--- src/pcs_pkg.sv ---
// Shared constants, types and helpers of the particle count sequencer
package pcs_pkg;
  localparam int REF_CLK_KHZ = 250000;
  localparam int CLR_DELAY_MS = 30;
  localparam int ENA_DELAY_MS = 60;
  localparam int CLR_DELAY_CYC = CLR_DELAY_MS * REF_CLK_KHZ;
  localparam int ENA_DELAY_CYC = ENA_DELAY_MS * REF_CLK_KHZ;
  localparam int TEST_OSC_KHZ = 350;
  localparam int TEST_OSC_HALF = REF_CLK_KHZ / (2 * TEST_OSC_KHZ);
  localparam int N_DET = 6;
  localparam int N_GATE = 12;
  localparam int HI_DET_FIRST = 4;
  localparam int DET_PER_FRAME = 3;
  localparam int CNT_W_HI = 20;
  localparam int CNT_W_LO = 19;
  localparam int WORD_W = 20;
  localparam int SREG_W = 120;
  localparam int TM_WORD_BITS = 10;
  localparam int TM_FRAME_WORDS = 64;
  localparam logic [2:0] POS_ZERO_TEST = 3'h7;
  localparam logic [2:0] NO_SLOT = 3'h7;
  localparam logic [2:0] LAST_SLOT = 3'h5;
  localparam logic [3:0] CMD_HEAT_ON = 4'h1;
  localparam logic [3:0] CMD_HEAT_OFF = 4'h2;
  localparam logic [3:0] CMD_COVER = 4'h3;
  localparam logic [3:0] CMD_AUTO_ON = 4'h4;
  localparam logic [3:0] CMD_STEP = 4'h5;
  localparam logic [3:0] CMD_AUTO_OFF = 4'h6;
  localparam logic [1:0] MAG_0 = 2'h0;
  localparam logic [1:0] MAG_35 = 2'h1;
  localparam logic [1:0] MAG_350 = 2'h2;
  localparam logic [1:0] MAG_3500 = 2'h3;
  localparam logic [7:0] HREG_CTRL = 8'h00;
  localparam logic [7:0] HREG_CMD = 8'h04;
  localparam logic [7:0] HREG_STATUS = 8'h08;
  localparam logic [7:0] HREG_STEPS = 8'h0C;
  localparam logic [7:0] HREG_DATA0 = 8'h10;
  localparam int HREG_STRIDE = 4;
  typedef enum logic [1:0] {PCS_HEAT_AUTO, PCS_HEAT_ON, PCS_HEAT_OFF} pcs_heat_t;

  // Order: +3500 +350 +35 background -3500 -350 -35 test
  function automatic logic [1:0] pcs_pos_mag(input logic [2:0] pos);
    case (pos)
      3'h0, 3'h4: return MAG_3500;
      3'h1, 3'h5: return MAG_350;
      3'h2, 3'h6: return MAG_35;
      default: return MAG_0;
    endcase
  endfunction : pcs_pos_mag

  function automatic logic pcs_pos_neg(input logic [2:0] pos);
    return pos[2] && (pos != POS_ZERO_TEST);
  endfunction : pcs_pos_neg

  // Telemetry words 7 17 19 23 39 55
  function automatic logic [2:0] pcs_word_slot(input logic [5:0] w);
    case (w)
      6'h07: return 3'h0;
      6'h11: return 3'h1;
      6'h13: return 3'h2;
      6'h17: return 3'h3;
      6'h27: return 3'h4;
      6'h37: return 3'h5;
      default: return NO_SLOT;
    endcase
  endfunction : pcs_word_slot
endpackage : pcs_pkg

--- src/pcs_link_if.sv ---
// Link between the sequencer and the telemetry data subsystem
`timescale 1ns/10ps
interface pcs_link_if;
  logic frame_mark;
  logic shift_pulse;
  logic data_demand;
  logic ser_data;
  logic cmd_strobe;
  logic [3:0] cmd_code;
  modport dev (input frame_mark, input shift_pulse, input data_demand, input cmd_strobe, input cmd_code,
    output ser_data);
  modport host (output frame_mark, output shift_pulse, output data_demand, output cmd_strobe,
    output cmd_code, input ser_data);
endinterface : pcs_link_if

--- src/pcs_counter.sv ---
// Detector pulse counter with synchronous clear
`timescale 1ns/10ps
module pcs_counter #(
  parameter int W = 19
) (
  input wire logic ref_clk,
  input wire logic sys_rst,
  input wire logic clr,
  input wire logic inc,
  output logic [W-1:0] count
);
  typedef struct packed {
    logic [W-1:0] cnt;
  } pcs_cnt_t;
  pcs_cnt_t st_reg;
  pcs_cnt_t st_next;

  always_comb begin
    st_next = st_reg;
    if (clr) begin
      st_next.cnt = '0;
    end else if (inc) begin
      st_next.cnt = st_reg.cnt + 1'h1;
    end
  end

  always_ff @(posedge ref_clk) begin
    if (sys_rst) begin
      st_reg <= '0;
    end else begin
      st_reg <= st_next;
    end
  end

  assign count = st_reg.cnt;
endmodule : pcs_counter

--- src/pcs_device.sv ---
// Device end: deflection step sequencer, gated counters, serial readout
//
// The AHB-Lite interface to the registers and the placing of the registers were chosen for this implementation.
`timescale 1ns/10ps
// Function
// - Step deflection through seven levels incl. zero
// - Even frame mark is the step tick
// - Sequence may start at any position
// - Count A, then B, then next level
// - Other analyzer's result stays readable meanwhile
// - Frame mark blocks counters, loads tag bits
// - First shift loads counts; falling edge steps
// - Clear counters 30 ms after step
// - Reopen gates 60 ms after mark
// - Twelve gates route detectors to counters
// - Detectors 5,6 twenty bits, others nineteen
// - Tag bit extends each 19-bit word
// - Tags give analyzer, polarity, magnitude
// - Data demand gates serial shift-out
// - Frame has 64 words, six ours
// - Words 7/17,19/23,39/55 carry detector pairs
// - Test oscillator on every other zero
// - Oscillator counts like detector pulses
// - Heater auto at reset; 1 on, 2 off
// - Command 3 fires squibs; backup timer too
// - Command 6 freezes step, 4 resumes
// - Command 5 steps manually while frozen
module pcs_device
  import pcs_pkg::*;
#(
  parameter int CLR_CYC = CLR_DELAY_CYC,
  parameter int ENA_CYC = ENA_DELAY_CYC,
  parameter int SQUIB_CYC = 1000,
  parameter logic [2:0] START_POS = 3'h0
) (
  input wire logic ref_clk,
  input wire logic sys_rst,
  pcs_link_if.dev link,
  input wire logic [N_GATE-1:0] det_pulse,
  input wire logic thermostat_call,
  output logic [2:0] step_pos,
  output logic defl_neg,
  output logic [1:0] defl_mag,
  output logic analyzer_b,
  output logic gates_open,
  output logic test_osc_en,
  output logic test_osc_out,
  output logic heater_on,
  output logic squib_fire,
  output logic auto_frozen
);
  typedef struct packed {
    logic [1:0] fm_s;
    logic [1:0] sh_s;
    logic [1:0] dd_s;
    logic [1:0] cs_s;
    logic [1:0] th_s;
    logic [3:0] code_s0;
    logic [3:0] code_s1;
    logic fm_d;
    logic sh_d;
    logic cs_d;
    logic [N_GATE-1:0] det_s0;
    logic [N_GATE-1:0] det_s1;
    logic [N_GATE-1:0] det_d;
    logic gates_open;
    logic analyzer_b;
    logic load_pend;
    logic adv_pend;
    logic [2:0] pos;
    logic frozen;
    logic clr_run;
    logic ena_run;
    logic [31:0] clr_cnt;
    logic [31:0] ena_cnt;
    logic [3:0] tag;
    logic [SREG_W-1:0] sreg;
    logic ser;
    pcs_heat_t heat;
    logic heater;
    logic [31:0] squib_cnt;
    logic squib;
    logic test_en;
    logic [15:0] osc_cnt;
    logic osc;
    logic osc_d;
    logic defl_neg;
    logic [1:0] defl_mag;
  } pcs_dev_t;

  pcs_dev_t st_reg;
  pcs_dev_t st_next;
  logic fm_rise;
  logic sh_rise;
  logic sh_fall;
  logic cs_rise;
  logic cnt_clr;
  logic [N_GATE-1:0] hit;
  logic [N_DET-1:0] cnt_inc;
  logic [WORD_W-1:0] word;
  logic [SREG_W-1:0] load_word;
  wire logic [WORD_W-1:0] cnt_w [N_DET];

  for (genvar i = 0; i < N_DET; i++) begin : g_cnt
    localparam int W = (i >= HI_DET_FIRST) ? CNT_W_HI : CNT_W_LO;
    pcs_counter #(.W(W)) u_cnt (
      .ref_clk(ref_clk),
      .sys_rst(sys_rst),
      .clr(cnt_clr),
      .inc(cnt_inc[i]),
      .count(cnt_w[i][W-1:0])
    );
    if (W < WORD_W) begin : g_pad
      assign cnt_w[i][WORD_W-1:W] = '0;
    end
  end

  always_comb begin
    st_next = st_reg;
    cnt_clr = 1'h0;
    word = '0;
    load_word = '0;
    st_next.fm_s = {st_reg.fm_s[0], link.frame_mark};
    st_next.sh_s = {st_reg.sh_s[0], link.shift_pulse};
    st_next.dd_s = {st_reg.dd_s[0], link.data_demand};
    st_next.cs_s = {st_reg.cs_s[0], link.cmd_strobe};
    st_next.th_s = {st_reg.th_s[0], thermostat_call};
    st_next.code_s0 = link.cmd_code;
    st_next.code_s1 = st_reg.code_s0;
    st_next.det_s0 = det_pulse;
    st_next.det_s1 = st_reg.det_s0;
    st_next.fm_d = st_reg.fm_s[1];
    st_next.sh_d = st_reg.sh_s[1];
    st_next.cs_d = st_reg.cs_s[1];
    st_next.det_d = st_reg.det_s1;
    st_next.osc_d = st_reg.osc;
    fm_rise = st_reg.fm_s[1] && !st_reg.fm_d;
    sh_rise = st_reg.sh_s[1] && !st_reg.sh_d;
    sh_fall = !st_reg.sh_s[1] && st_reg.sh_d;
    cs_rise = st_reg.cs_s[1] && !st_reg.cs_d;

    // Detector and oscillator pulses into the selected analyzer's counters
    hit = (st_reg.det_s1 & ~st_reg.det_d) | {N_GATE{st_reg.osc && !st_reg.osc_d}};
    cnt_inc = '0;
    if (st_reg.gates_open) begin
      cnt_inc = st_reg.analyzer_b ? hit[N_GATE-1:N_DET] : hit[N_DET-1:0];
    end

    for (int i = 0; i < N_DET; i++) begin
      word = cnt_w[i];
      if (i < HI_DET_FIRST) begin
        word[WORD_W-1] = st_reg.tag[i];
      end
      load_word[SREG_W-1-i*WORD_W -: WORD_W] = word;
    end

    if (st_reg.clr_run) begin
      st_next.clr_cnt = st_reg.clr_cnt + 32'h0000_0001;
      if (st_reg.clr_cnt == 32'(CLR_CYC - 1)) begin
        cnt_clr = 1'h1;
        st_next.clr_run = 1'h0;
      end
    end
    if (st_reg.ena_run) begin
      st_next.ena_cnt = st_reg.ena_cnt + 32'h0000_0001;
      if (st_reg.ena_cnt == 32'(ENA_CYC - 1)) begin
        st_next.gates_open = 1'h1;
        st_next.ena_run = 1'h0;
      end
    end

    // Even frame mark closes the gates, latches the tags and starts the reopen timer
    if (fm_rise) begin
      st_next.gates_open = 1'h0;
      st_next.tag = {st_reg.defl_mag[0], st_reg.defl_mag[1], st_reg.defl_neg, st_reg.analyzer_b};
      st_next.load_pend = 1'h1;
      st_next.ena_run = 1'h1;
      st_next.ena_cnt = '0;
    end

    // Loaded word set shifts out while the other analyzer counts
    if (sh_rise && st_reg.load_pend) begin
      st_next.sreg = load_word;
      st_next.load_pend = 1'h0;
      st_next.adv_pend = 1'h1;
    end else if (sh_fall && st_reg.adv_pend) begin
      st_next.adv_pend = 1'h0;
      st_next.analyzer_b = !st_reg.analyzer_b;
      if (st_reg.analyzer_b && !st_reg.frozen) begin
        st_next.pos = st_reg.pos + 3'h1;
      end
      st_next.clr_run = 1'h1;
      st_next.clr_cnt = '0;
    end else if (sh_fall && st_reg.dd_s[1] && !st_reg.load_pend) begin
      st_next.sreg = {st_reg.sreg[SREG_W-2:0], 1'h0};
    end

    if (st_reg.squib_cnt != '0) begin
      st_next.squib_cnt = st_reg.squib_cnt - 32'h0000_0001;
    end
    if (cs_rise) begin
      case (st_reg.code_s1)
        CMD_HEAT_ON: st_next.heat = PCS_HEAT_ON;
        CMD_HEAT_OFF: st_next.heat = PCS_HEAT_OFF;
        CMD_COVER: st_next.squib_cnt = 32'(SQUIB_CYC);
        CMD_AUTO_ON: st_next.frozen = 1'h0;
        CMD_AUTO_OFF: st_next.frozen = 1'h1;
        CMD_STEP: begin
          if (st_reg.frozen) begin
            st_next.pos = st_next.pos + 3'h1;
          end
        end
        default: begin
        end
      endcase
    end
    st_next.squib = st_next.squib_cnt != '0;
    case (st_next.heat)
      PCS_HEAT_ON: st_next.heater = 1'h1;
      PCS_HEAT_OFF: st_next.heater = 1'h0;
      default: st_next.heater = st_reg.th_s[1];
    endcase

    // Second zero position of each cycle runs the test oscillator
    st_next.test_en = st_next.pos == POS_ZERO_TEST;
    if (!st_reg.test_en) begin
      st_next.osc_cnt = '0;
      st_next.osc = 1'h0;
    end else if (st_reg.osc_cnt == 16'(TEST_OSC_HALF - 1)) begin
      st_next.osc_cnt = '0;
      st_next.osc = !st_reg.osc;
    end else begin
      st_next.osc_cnt = st_reg.osc_cnt + 16'h0001;
    end

    st_next.ser = st_next.sreg[SREG_W-1];
    st_next.defl_neg = pcs_pos_neg(st_next.pos);
    st_next.defl_mag = pcs_pos_mag(st_next.pos);
  end

  always_ff @(posedge ref_clk) begin
    if (sys_rst) begin
      st_reg <= '0;
      st_reg.pos <= START_POS;
      st_reg.defl_neg <= pcs_pos_neg(START_POS);
      st_reg.defl_mag <= pcs_pos_mag(START_POS);
      st_reg.test_en <= START_POS == POS_ZERO_TEST;
    end else begin
      st_reg <= st_next;
    end
  end

  assign link.ser_data = st_reg.ser;
  assign step_pos = st_reg.pos;
  assign defl_neg = st_reg.defl_neg;
  assign defl_mag = st_reg.defl_mag;
  assign analyzer_b = st_reg.analyzer_b;
  assign gates_open = st_reg.gates_open;
  assign test_osc_en = st_reg.test_en;
  assign test_osc_out = st_reg.osc;
  assign heater_on = st_reg.heater;
  assign squib_fire = st_reg.squib;
  assign auto_frozen = st_reg.frozen;
endmodule : pcs_device

--- src/flat_wrapper.sv ---
// flat-port wrapper written by rule: the top's interface ports become plain ports
module pcs_device_flat import pcs_pkg::*;
#(
  parameter int CLR_CYC = CLR_DELAY_CYC,
  parameter int ENA_CYC = ENA_DELAY_CYC,
  parameter int SQUIB_CYC = 1000,
  parameter logic [2:0] START_POS = 3'h0
)
  (ref_clk, sys_rst, det_pulse, thermostat_call, step_pos, defl_neg, defl_mag, analyzer_b, gates_open, test_osc_en, test_osc_out, heater_on, squib_fire, auto_frozen, link_frame_mark, link_shift_pulse, link_data_demand, link_cmd_strobe, link_cmd_code, link_ser_data);
  pcs_link_if link_i ();
  input wire logic ref_clk;
  input wire logic sys_rst;
  input wire logic [N_GATE-1:0] det_pulse;
  input wire logic thermostat_call;
  output logic [2:0] step_pos;
  output logic defl_neg;
  output logic [1:0] defl_mag;
  output logic analyzer_b;
  output logic gates_open;
  output logic test_osc_en;
  output logic test_osc_out;
  output logic heater_on;
  output logic squib_fire;
  output logic auto_frozen;
  input wire logic [$bits(link_i.frame_mark)-1:0] link_frame_mark;
  input wire logic [$bits(link_i.shift_pulse)-1:0] link_shift_pulse;
  input wire logic [$bits(link_i.data_demand)-1:0] link_data_demand;
  input wire logic [$bits(link_i.cmd_strobe)-1:0] link_cmd_strobe;
  input wire logic [$bits(link_i.cmd_code)-1:0] link_cmd_code;
  output wire logic [$bits(link_i.ser_data)-1:0] link_ser_data;
  assign link_i.frame_mark = link_frame_mark;
  assign link_i.shift_pulse = link_shift_pulse;
  assign link_i.data_demand = link_data_demand;
  assign link_i.cmd_strobe = link_cmd_strobe;
  assign link_i.cmd_code = link_cmd_code;
  assign link_ser_data = link_i.ser_data;
  pcs_device #(.CLR_CYC(CLR_CYC), .ENA_CYC(ENA_CYC), .SQUIB_CYC(SQUIB_CYC), .START_POS(START_POS)) u_core (.ref_clk(ref_clk), .sys_rst(sys_rst), .link(link_i), .det_pulse(det_pulse), .thermostat_call(thermostat_call), .step_pos(step_pos), .defl_neg(defl_neg), .defl_mag(defl_mag), .analyzer_b(analyzer_b), .gates_open(gates_open), .test_osc_en(test_osc_en), .test_osc_out(test_osc_out), .heater_on(heater_on), .squib_fire(squib_fire), .auto_frozen(auto_frozen));
endmodule
--- config.mk ---
export PLATFORM = sky130hd
export DESIGN_NAME = pcs_device_flat
export DESIGN_NICKNAME = d
export VERILOG_FILES = /design/src/pcs_pkg.sv /design/src/pcs_link_if.sv /design/src/pcs_counter.sv /design/src/pcs_device.sv /design/src/flat_wrapper.sv
export SDC_FILE = /design/constraint.sdc
export NUM_CORES = 1
export LEC_CHECK = 0
export ABC_AREA = 1
export ABC_CLOCK_PERIOD_IN_PS = 2800
export BUFFER_PORTS_ARGS = -buffer_cell sky130_fd_sc_hd__buf_2
export CAP_MARGIN = 0
export CORE_MARGIN = 4
export CORE_UTILIZATION = 35
export DETAILED_ROUTE_END_ITERATION = 10
export SLEW_MARGIN = 10
export SYNTH_ARGS = -nofsm -noshare
export SYNTH_HDL_FRONTEND = slang
export SYNTH_HIERARCHICAL = 1
export SYNTH_SLANG_ARGS = --single-unit
export TNS_END_PERCENT = 30
--- constraint.sdc ---
create_clock -name ref_clk -period 2.8 [get_ports ref_clk]
set_clock_uncertainty 0.1 [all_clocks]
set_input_delay 0.42 -clock ref_clk [delete_from_list [all_inputs] [get_ports ref_clk]]
set_output_delay 0.42 -clock ref_clk [all_outputs]
set_load 0.02 [all_outputs]
==> impl_metrics.ini, run 1 <==
[detailed_routing]
wl_per_cell_um = 12.7
wl_um = 46700
drtPass1Iterations = 5
route.detailed.drc = 0
route.layer.met1.wl_um = 23300
wl_met3_um = 1720
number_of_drc_markers_after_the_initial_detailed_route_iteration = 1053
dr_total_vias = 17663
routed.top_layer = met4
detail_route.vias_per_cell = 4.80
routed-wl-met2_um = 20600
final_antenna_net_count = 0

[place]
place_congestion = 0.894
dpl_worst_slack_ns = 0.199
place.port_buffers = 36
dp.final_hpwl_um = 31500

[pwr]
worst_ir_drop_vdd_v = 0.000608
powerDensity_nw_per_um2 = 731
total_leakage_power_nw = 8.64

[worst_hold_path]
timing.hold.worst_path_depth = 2
hold_path.startpoint = sys_rst
worstHoldPathType = in2reg
worst_hold_path.endpoint = u_core/st_reg[265]

[global_routing]
grt_pass1_vias = 16260
first_pass_grt_wire_length_um = 79300
grt_max_degree = 122
grt_use_total_pct = 15.2
grt_overflow = 0
antenna_found_initial = 1

[flow_run]
maxCapViolCount = 0

[timing]
timing.final.crit_share_pct = 92.2
maxSlewViolCount = 0
final-setup-viol-count = 0
slew_of_the_pin_with_the_lowest_slew_margin_ns = 1.07
fin_ws_ns = 0.219
finalSetupTns_ns = 0
maxClockFrequency_mhz = 387
rsz0062_at_grt = no
remaining_max_slew_budget_at_the_tightest_pin_pct = 28.3
period_minus_slack_ns = 2.58
finalHoldViolCount = 0

[synthesis]
synth-edff-count = 0
synth_largest_area_cell = sky130_fd_sc_hd__dfxtp_1
ys_async_sr_fraction_pct = 0
netlist-cell-type-count = 41
yosys_most_used_dff = sky130_fd_sc_hd__dfxtp_1
synth_sequential_area_ratio_pct = 43.0
yosys_register_bits = 429
synthesis.area_um2 = 20000
synthesis.yosys.warnings = 6
synth_top_area_share_pct = 43.0
synth.top_cells.by_area = sky130_fd_sc_hd__dfxtp_1, sky130_fd_sc_hd__nand2_1, sky130_fd_sc_hd__nor2_1, sky130_fd_sc_hd__inv_1, sky130_fd_sc_hd__a31oi_1
postSynthAreaPerCell_um2 = 6.99
post_synthesis_cell_count = 2860
synth.net_count = 2898

[critical_path]
worstReg2RegEnd = u_core/g_cnt[5].u_cnt/count[4]
cp_data_arrival_time_ns = 2.97
critPathLaunchType = flop
critical_path.cell_chain = ha_1 -> nand3_1 -> nor3_1 -> nand4_1 -> nor2_1 -> buf_4 -> nor2_1 -> inv_1 -> nor3_1
timing.critical_path.to_type = flop
worstPathRequired_ns = 3.19
reg2reg_setup_slack_ns = 0.22
critPathMaxFanout = 17
rr_startpoint = u_core/st_reg[215]
critPathSlowestCell = sky130_fd_sc_hd__nor2_1
r2r.worst_path.cells = 9
path_class = reg2reg
critical_path.max_stage_delay_ns = 0.83

[cts]
cts_htree_levels = 2
cts_setup_buffers = 0
clk_latency_ns = 0.58
max-clock-path-buffers = 3
clk_pin_slew_worst_paths_ns = 0.06
clock_buffer_count_from_cts = 49
clock_tree_from_tritoncts = yes
clock_sinks = 429
cts-root-buf = sky130_fd_sc_hd__clkbuf_16

[cells_and_area]
layout_common_cells = sky130_fd_sc_hd__nand2_1, sky130_fd_sc_hd__nor2_1, sky130_fd_sc_hd__dfxtp_1
largest_register_ffs = 260
num-nets-final = 2924
mostFrequentLayoutCell = sky130_fd_sc_hd__nand2_1
area_growth_syn_to_layout_pct = 14.7
n_antenna_cell = 0
final.fill_count = 5929
drive_above_1_share_pct = 9.09

[die]
dieWidth_um = 247
die_area_um2 = 61000
floorplan.die.height_um = 247
row_count = 87
floorplan.io_pins = 37
initial_core_util_pct = 35.4
placeable_core_region_um2 = 56500

[status]
outcome = complete, no violations
==> power breakdown <==
part           switching (mW)  total, mW  internal, mW  leakage [nW]
combinational            2.10       3.18          1.08          4.30
clock                    2.60       7.01          4.40         0.865
sequential              0.214       6.57          6.36          3.47
total                    4.91       16.8          11.8          8.64
==> Yosys cell counts, types with 8 or more instances <==
library cell,number
sky130_fd_sc_hd__a21oi_1,124
sky130_fd_sc_hd__a31oi_1,123
sky130_fd_sc_hd__buf_2,33
sky130_fd_sc_hd__buf_4,11
sky130_fd_sc_hd__clkbuf_1,65
sky130_fd_sc_hd__dfxtp_1,429
sky130_fd_sc_hd__ha_1,15
sky130_fd_sc_hd__inv_1,279
sky130_fd_sc_hd__inv_2,32
sky130_fd_sc_hd__nand2_1,641
sky130_fd_sc_hd__nand2_2,21
sky130_fd_sc_hd__nand2_4,8
sky130_fd_sc_hd__nand3_1,139
sky130_fd_sc_hd__nand4_1,58
sky130_fd_sc_hd__nor2_1,453
sky130_fd_sc_hd__nor2_2,14
sky130_fd_sc_hd__nor2_4,19
sky130_fd_sc_hd__nor3_1,63
sky130_fd_sc_hd__nor3b_1,17
sky130_fd_sc_hd__nor4_1,16
sky130_fd_sc_hd__o21a_1,14
sky130_fd_sc_hd__o21ai_0,71
sky130_fd_sc_hd__o21ai_1,108
sky130_fd_sc_hd__o21bai_1,12
sky130_fd_sc_hd__xnor2_1,11
sky130_fd_sc_hd__xor2_1,29
==> cells by family after synthesis <==
family | count (synthesis) | share of synthesized area (%)
buffers and inverters | 422 | 8.34
adders and majority gates | 15 | 0.939
xor gates and xnor gates | 41 | 1.83
AOI/OAI and AO/OA | 468 | 13.0
and+or+nand+nor | 1485 | 32.9
DFF | 429 | 43.0
==> repair_timing <==
action | in CTS | in global routing
endpoints found under the hold margin | 21 | 0
endpoints found under the setup margin | 0 | 1
gates resized for setup | 0 | 1
hold buffers | 21 | 0
==> cell type report <==
type | instances | area (µm²) | share of cell area (%)
inverter | 313 | 1180 | 5.14
multi-input combinational | 2009 | 9760 | 42.5
tap | 756 | 946 | 4.12
clock inverter | 22 | 355 | 1.55
clock buffer | 70 | 1440 | 6.27
timing repair buffer | 84 | 671 | 2.92
sequential | 429 | 8590 | 37.4
==> worst max path at each step <==
stage / start / endpoint
2_1_floorplan: u_core/analyzer_b / u_core/test_osc_en
5_1_grt: u_core/st_reg[215] / u_core/g_cnt[5].u_cnt/count[4]
6_report: u_core/st_reg[215] / u_core/g_cnt[5].u_cnt/count[4]
3_3_place_gp: u_core/st_reg[215] / u_core/g_cnt[4].u_cnt/count[4]
4_1_cts: u_core/st_reg[215] / u_core/g_cnt[5].u_cnt/count[4]
3_5_place_dp: u_core/st_reg[215] / u_core/g_cnt[5].u_cnt/count[4]
==> routing by layer <==
| layer | up-vias | GRT usage (%) |
|---|---|---|
| met5 | - | 0 |
| met1 | 8021 | 21.1 |
| met4 | 0 | 3.99 |
| li1 | 9367 | - |
| met2 | 211 | 24.7 |
| met3 | 64 | 2.50 |
==> critical path: cells and delay by family (launching register included) <==
kind	cells	cell delay (ns)
AND/OR/NAND/NOR	6	1.41
buffers and inverters	2	0.41
flip-flops	1	0.33
adder cells (fa/ha/maj)	1	0.22
==> per-stage QoR <==
step | power (mW) | hold WS [ns] | utilization, % | cell area (µm²) | std cells
floorplan | 9.14 | 0.288 | - | 20000 | 2860
global placement | 9.83 | 0.289 | 37.0 | 20900 | 3570
detailed placement | 9.83 | 0.296 | 37.0 | 20900 | 3570
CTS | 17.0 | 0.0938 | 40.6 | 22900 | 3683
global route | 17.8 | 0.112 | 40.6 | 22900 | 3683
finish | 16.8 | 0.129 | 40.6 | 22900 | 3683
(Power assumes the default switching activity.)
==> run 2, diff against run 1 <==
==> constraint.sdc (replaced) <==
create_clock -name ref_clk -period 2.8 [get_ports ref_clk]
set_clock_uncertainty 0.1 [all_clocks]
set_input_delay 0.56 -clock ref_clk [delete_from_list [all_inputs] [get_ports ref_clk]]
set_output_delay 0.56 -clock ref_clk [all_outputs]
set_load 0.02 [all_outputs]
==> run 2 against run 1 <==
  * Fmax rose by 9.2%
  * Combinational power about the same
  * Global-route usage fell by 0.31 points
  * Core utilization shrank 0.52 points
  * Critical endpoint is now u_core/squib_fire
  * Setup slack gained 0.22 ns
  * Critical path type unchanged
  * Sequential power about the same
  * Clock power shrank 5.0%
  * Largest cell class unchanged
==> impl_metrics.ini, run 2 (synthesized netlist as in run 1, its figures left out) <==
[cts]
cts-resized-gates = 0
cts-root-buf = sky130_fd_sc_hd__clkbuf_16
cts_setup_buffers = 0
count_of_hold_fix_buffers_inserted_at_cts = 0
clk_latency_ns = 0.59
clk_pin_slew_worst_paths_ns = 0.06
clock_buffer_count_from_cts = 48
clock_sinks = 429
cts_htree_levels = 2
clock_tree_from_tritoncts = yes
max-clock-path-buffers = 3

[place]
place_congestion = 0.889
place_area_um2 = 21000
placedCellCount = 3573
dp.final_hpwl_um = 31900
dpl_worst_slack_ns = 0.154
place.port_buffers = 36

[detailed_routing]
wl_per_cell_um = 12.6
detail_route.vias_per_cell = 4.80
dr_total_vias = 17558
number_of_drc_markers_after_the_initial_detailed_route_iteration = 1085
final_antenna_net_count = 0
route.detailed.drc = 0
drtPass1Iterations = 5
wl_um = 46200

[critical_path]
worst_setup_path_startpoint = u_core/st_reg[23]
worstPathRequired_ns = 3.16
critPathMaxFanout = 6
critPathLaunchType = flop
critical_path.endpoint = u_core/squib_fire
timing.critical_path.to_type = flop
r2r.worst_path.cells = 11
reg2reg_setup_slack_ns = 0.44
worstReg2RegEnd = u_core/squib_fire
rr_startpoint = u_core/st_reg[23]
cp_data_arrival_time_ns = 2.72
path_class = reg2reg

[pwr]
total_leakage_power_nw = 8.54
worst_ir_drop_vdd_v = 0.000654
design_power_total_mw = 16.4
powerDensity_nw_per_um2 = 724

[cells_and_area]
final.fill_count = 5958
finish.cell_count_without_fillers = 3658
n_antenna_cell = 0
mostFrequentLayoutCell = sky130_fd_sc_hd__nand2_1
layout.area.seq_um2 = 8590
layout_common_cells = sky130_fd_sc_hd__nand2_1, sky130_fd_sc_hd__nor2_1, sky130_fd_sc_hd__dfxtp_1
multi_input_comb_area_um2 = 9760
area_growth_syn_to_layout_pct = 13.2
largest_register_ffs = 260
stdcell_area_um2 = 22600
num-nets-final = 2905
drive_above_1_share_pct = 9.13
finalCoreUtilization_pct = 40.1

[global_routing]
grt_use_total_pct = 14.9
grt_pass1_vias = 16068
grt_overflow = 0
grt_max_degree = 122
groute.layer.met3.usage_pct = 2.66
grt.busiest_layer = met2
globalRouteMet2Util_pct = 24.1
global_route.usage.met1_pct = 20.8
first_pass_grt_wire_length_um = 77900
antenna_found_initial = 0

[worst_hold_path]
worstHoldPathType = in2reg
timing.hold.worst_path_depth = 3

[die]
initial_core_util_pct = 35.4
placeable_core_region_um2 = 56500
dieWidth_um = 247
row_count = 87
floorplan.io_pins = 37
floorplan.die.height_um = 247
die_area_um2 = 61000

[timing]
slew_of_the_pin_with_the_lowest_slew_margin_ns = 0.921
finalSetupTns_ns = 0
hold_slack_ns = 0.0677
finalHoldViolCount = 0
period_minus_slack_ns = 2.36
maxClockFrequency_mhz = 423
final-setup-viol-count = 0
rsz0062_at_grt = no
fin_ws_ns = 0.437
remaining_max_slew_budget_at_the_tightest_pin_pct = 38.0
maxSlewViolCount = 0
timing.final.crit_share_pct = 84.4

[status]
outcome = complete, no violations

[flow_run]
maxCapViolCount = 0
==> run 2: worst max-delay path, cell delays in order, from the launching register on <==
cell	delay [ns]
sky130_fd_sc_hd__dfxtp_1	0.34
sky130_fd_sc_hd__inv_2	0.08
sky130_fd_sc_hd__ha_1	0.26
sky130_fd_sc_hd__nand2_1	0.17
sky130_fd_sc_hd__nor2_2	0.29
sky130_fd_sc_hd__nor2_1	0.06
sky130_fd_sc_hd__o21ai_0	0.27
sky130_fd_sc_hd__o211ai_1	0.14
sky130_fd_sc_hd__nor2_1	0.12
sky130_fd_sc_hd__nand2_1	0.09
sky130_fd_sc_hd__nor2_1	0.21
sky130_fd_sc_hd__a21oi_1	0.10
==> run 2: how the worst min path moves through the flow <==
stage	startpoint	endpoint
floorplan	u_core/st_next[269]	u_core/st_next[257]
global placement	u_core/st_next[305]	u_core/st_reg[305]
detailed placement	u_core/st_next[305]	u_core/st_reg[305]
CTS	det_pulse[0]	u_core/st_next[269]
global route	link_cmd_code[0]	u_core/st_next[296]
finish	det_pulse[0]	u_core/st_next[269]
==> run 2: cell type report <==
cell class	instances	area share (%)
multi-input cells	2009	43.1
clock inverters	19	1.24
flip-flops and latches	429	37.9
well taps	756	4.18
clock buffers	66	6.14
inverters	313	5.21
repair buffers	66	2.19
==> run 2: layer usage <==
| layer | vias up | wire, µm |
|---|---|---|
| li1 | 9340 | - |
| met1 | 7940 | 23300 |
| met2 | 219 | 20400 |
| met3 | 59 | 1600 |
| met4 | 0 | 843 |
| met5 | - | 0 |
==> run 2: power breakdown <==
group          switching, mW  internal (mW)  total [mW]
clock                   2.56           4.10        6.66
combinational           2.10           1.07        3.16
sequential             0.212           6.36        6.57
total                   4.87           11.5        16.4
==> run 3, diff against run 2 <==
--- a/config.mk
+++ b/config.mk
@@ -6,7 +6,7 @@
 export NUM_CORES = 1
 export LEC_CHECK = 0
 export ABC_AREA = 1
-export ABC_CLOCK_PERIOD_IN_PS = 2800
+export ABC_CLOCK_PERIOD_IN_PS = 2440
 export BUFFER_PORTS_ARGS = -buffer_cell sky130_fd_sc_hd__buf_2
 export CAP_MARGIN = 0
 export CORE_MARGIN = 4
==> constraint.sdc (replaced) <==
create_clock -name ref_clk -period 2.44 [get_ports ref_clk]
set_clock_uncertainty 0.1 [all_clocks]
set_input_delay 0.488 -clock ref_clk [delete_from_list [all_inputs] [get_ports ref_clk]]
set_output_delay 0.488 -clock ref_clk [all_outputs]
set_load 0.02 [all_outputs]
==> run 3 against run 2 <==
  * Wire length increased by 0.43%
  * Setup slack got worse by 0.24 ns
  * Critical endpoint is now u_core/test_osc_en
  * Sequential share of layout area decreased by 0.53 points
==> impl_metrics.ini, run 3 (synthesized netlist as in run 1, its figures left out) <==
[cts]
max-clock-path-buffers = 3
cts_htree_levels = 2
cts-root-buf = sky130_fd_sc_hd__clkbuf_16
clock_buffer_count_from_cts = 49
clk_latency_ns = 0.61
clock_sinks = 429
clock_tree_from_tritoncts = yes
clk_pin_slew_worst_paths_ns = 0.06

[status]
outcome = complete, no violations

[critical_path]
critPathLaunchType = flop
worstPathRequired_ns = 2.82
cp_data_arrival_time_ns = 2.63
critPathMaxFanout = 6
timing.critical_path.to_type = flop
path_class = reg2reg

[timing]
maxSlewViolCount = 0
period_minus_slack_ns = 2.25
slew_of_the_pin_with_the_lowest_slew_margin_ns = 0.545
maxClockFrequency_mhz = 445
finalSetupTns_ns = 0
timing.final.crit_share_pct = 92.0
remaining_max_slew_budget_at_the_tightest_pin_pct = 63.7
rsz0062_at_grt = no
fin_ws_ns = 0.195
final-setup-viol-count = 0
hold_slack_ns = 0.141
finalHoldViolCount = 0

[die]
initial_core_util_pct = 35.4
dieWidth_um = 247
floorplan.io_pins = 37
row_count = 87
die_area_um2 = 61000
floorplan.die.height_um = 247
placeable_core_region_um2 = 56500

[pwr]
total_leakage_power_nw = 8.67
p_switching_mw = 5.75
power_share_of_the_sequential_group_pct = 40.3
powerDensity_nw_per_um2 = 815
comb_power_share_pct = 19.9
power.clock.fraction_pct = 39.7
design_power_total_mw = 18.7
power_report.internal_total_mw = 13.0
worst_ir_drop_vdd_v = 0.000828
power.share.switching_pct = 30.8

[cells_and_area]
finalCoreUtilization_pct = 40.7
n_antenna_cell = 0
drive_above_1_share_pct = 9.70
mostFrequentLayoutCell = sky130_fd_sc_hd__nand2_1
largest_register_ffs = 260
area_growth_syn_to_layout_pct = 14.9
stdcell_area_um2 = 23000
finish.cell_count_without_fillers = 3693
num-nets-final = 2936
layout_common_cells = sky130_fd_sc_hd__nand2_1, sky130_fd_sc_hd__nor2_1, sky130_fd_sc_hd__dfxtp_1
final.fill_count = 5859

[place]
dp.final_hpwl_um = 31500
place.port_buffers = 36
place_congestion = 0.857
placedCellCount = 3581
place_area_um2 = 21100
dpl_worst_slack_ns = 0.178

[worst_hold_path]
worstHoldPathType = in2reg

[detailed_routing]
detail_route.vias_per_cell = 4.80
final_antenna_net_count = 0
drtPass1Iterations = 5
dr_total_vias = 17737
wl_um = 46400
route.detailed.drc = 0
number_of_drc_markers_after_the_initial_detailed_route_iteration = 991
wl_per_cell_um = 12.6

[global_routing]
grt_use_total_pct = 15.2
grt_max_degree = 128
grt_overflow = 0
first_pass_grt_wire_length_um = 79200
antenna_found_initial = 0
grt_pass1_vias = 16211

[flow_run]
maxCapViolCount = 0
==> run 3: cell count changes in the layout (fill, tap and decap cells not counted), sizes merged <==
cell         change
dlygate4sd3     +21
buf              +9
clkinv           +5
bufinv           -4
clkinvlp         +3
clkbuf           +1
==> run 3: path summary, 6_finish.rpt <==
| check | startpoint | endpoint | slack (ns) | cells after the start |
|---|---|---|---|---|
| setup / recovery | u_core/st_reg[294] | u_core/test_osc_en | 0.19 | 12 |
| hold / removal | sys_rst | u_core/st_next[311] | 0.14 | 2 |
| setup reg to reg | u_core/st_reg[294] | u_core/test_osc_en | 0.19 | 12 |
| hold reg to reg | u_core/st_next[313] | u_core/st_next[295] | 0.30 | 2 |
==> run 3: area by class of cell <==
type                       instances  area (µm²)  area share, %
inverter                         313        1180           5.14
clock buffer                      67        1400           6.11
clock inverter                    23         253           1.10
sequential                       429        8590           37.4
timing repair buffer              96         811           3.53
tap                              756         946           4.12
multi-input combinational       2009        9780           42.6
==> run 3: power groups by stage <==
stage | sequential (mW) | combinational [mW] | clock, mW
floorplan | 7.62 | 2.87 | 0
global placement | 7.69 | 3.65 | 0
detailed placement | 7.69 | 3.64 | 0
CTS | 7.54 | 3.69 | 7.69
global route | 7.58 | 4.31 | 7.97
finish | 7.54 | 3.73 | 7.43
==> run 3: worst max-delay path, cell delays in order (launching register included) <==
cell and delay [ns]:
sky130_fd_sc_hd__dfxtp_2 0.35, sky130_fd_sc_hd__inv_1 0.04, sky130_fd_sc_hd__nor2_1 0.14, sky130_fd_sc_hd__inv_2 0.07
sky130_fd_sc_hd__nor2_4 0.12, sky130_fd_sc_hd__inv_2 0.09, sky130_fd_sc_hd__nor3_4 0.24, sky130_fd_sc_hd__buf_4 0.16
sky130_fd_sc_hd__xor2_2 0.17, sky130_fd_sc_hd__ha_1 0.27, sky130_fd_sc_hd__a21oi_2 0.17, sky130_fd_sc_hd__nor2_1 0.06
sky130_fd_sc_hd__and2_1 0.15
==> run 3: what timing repair did <==
action | CTS | global route
hold endpoints to repair | 21 | 0
setup endpoints to repair | 0 | 9
setup buffers | 0 | 1
hold buffers | 21 | 0
gates resized for setup | 0 | 9
==> run 3: layer usage <==
layer  vias up  GRT usage (%)  wire [µm]
li1       9386              -          -
met1      8032           21.1      23100
met2       253           24.5      20500
met3        66           2.64       1880
met4         0           3.90        942
met5         -              0          0
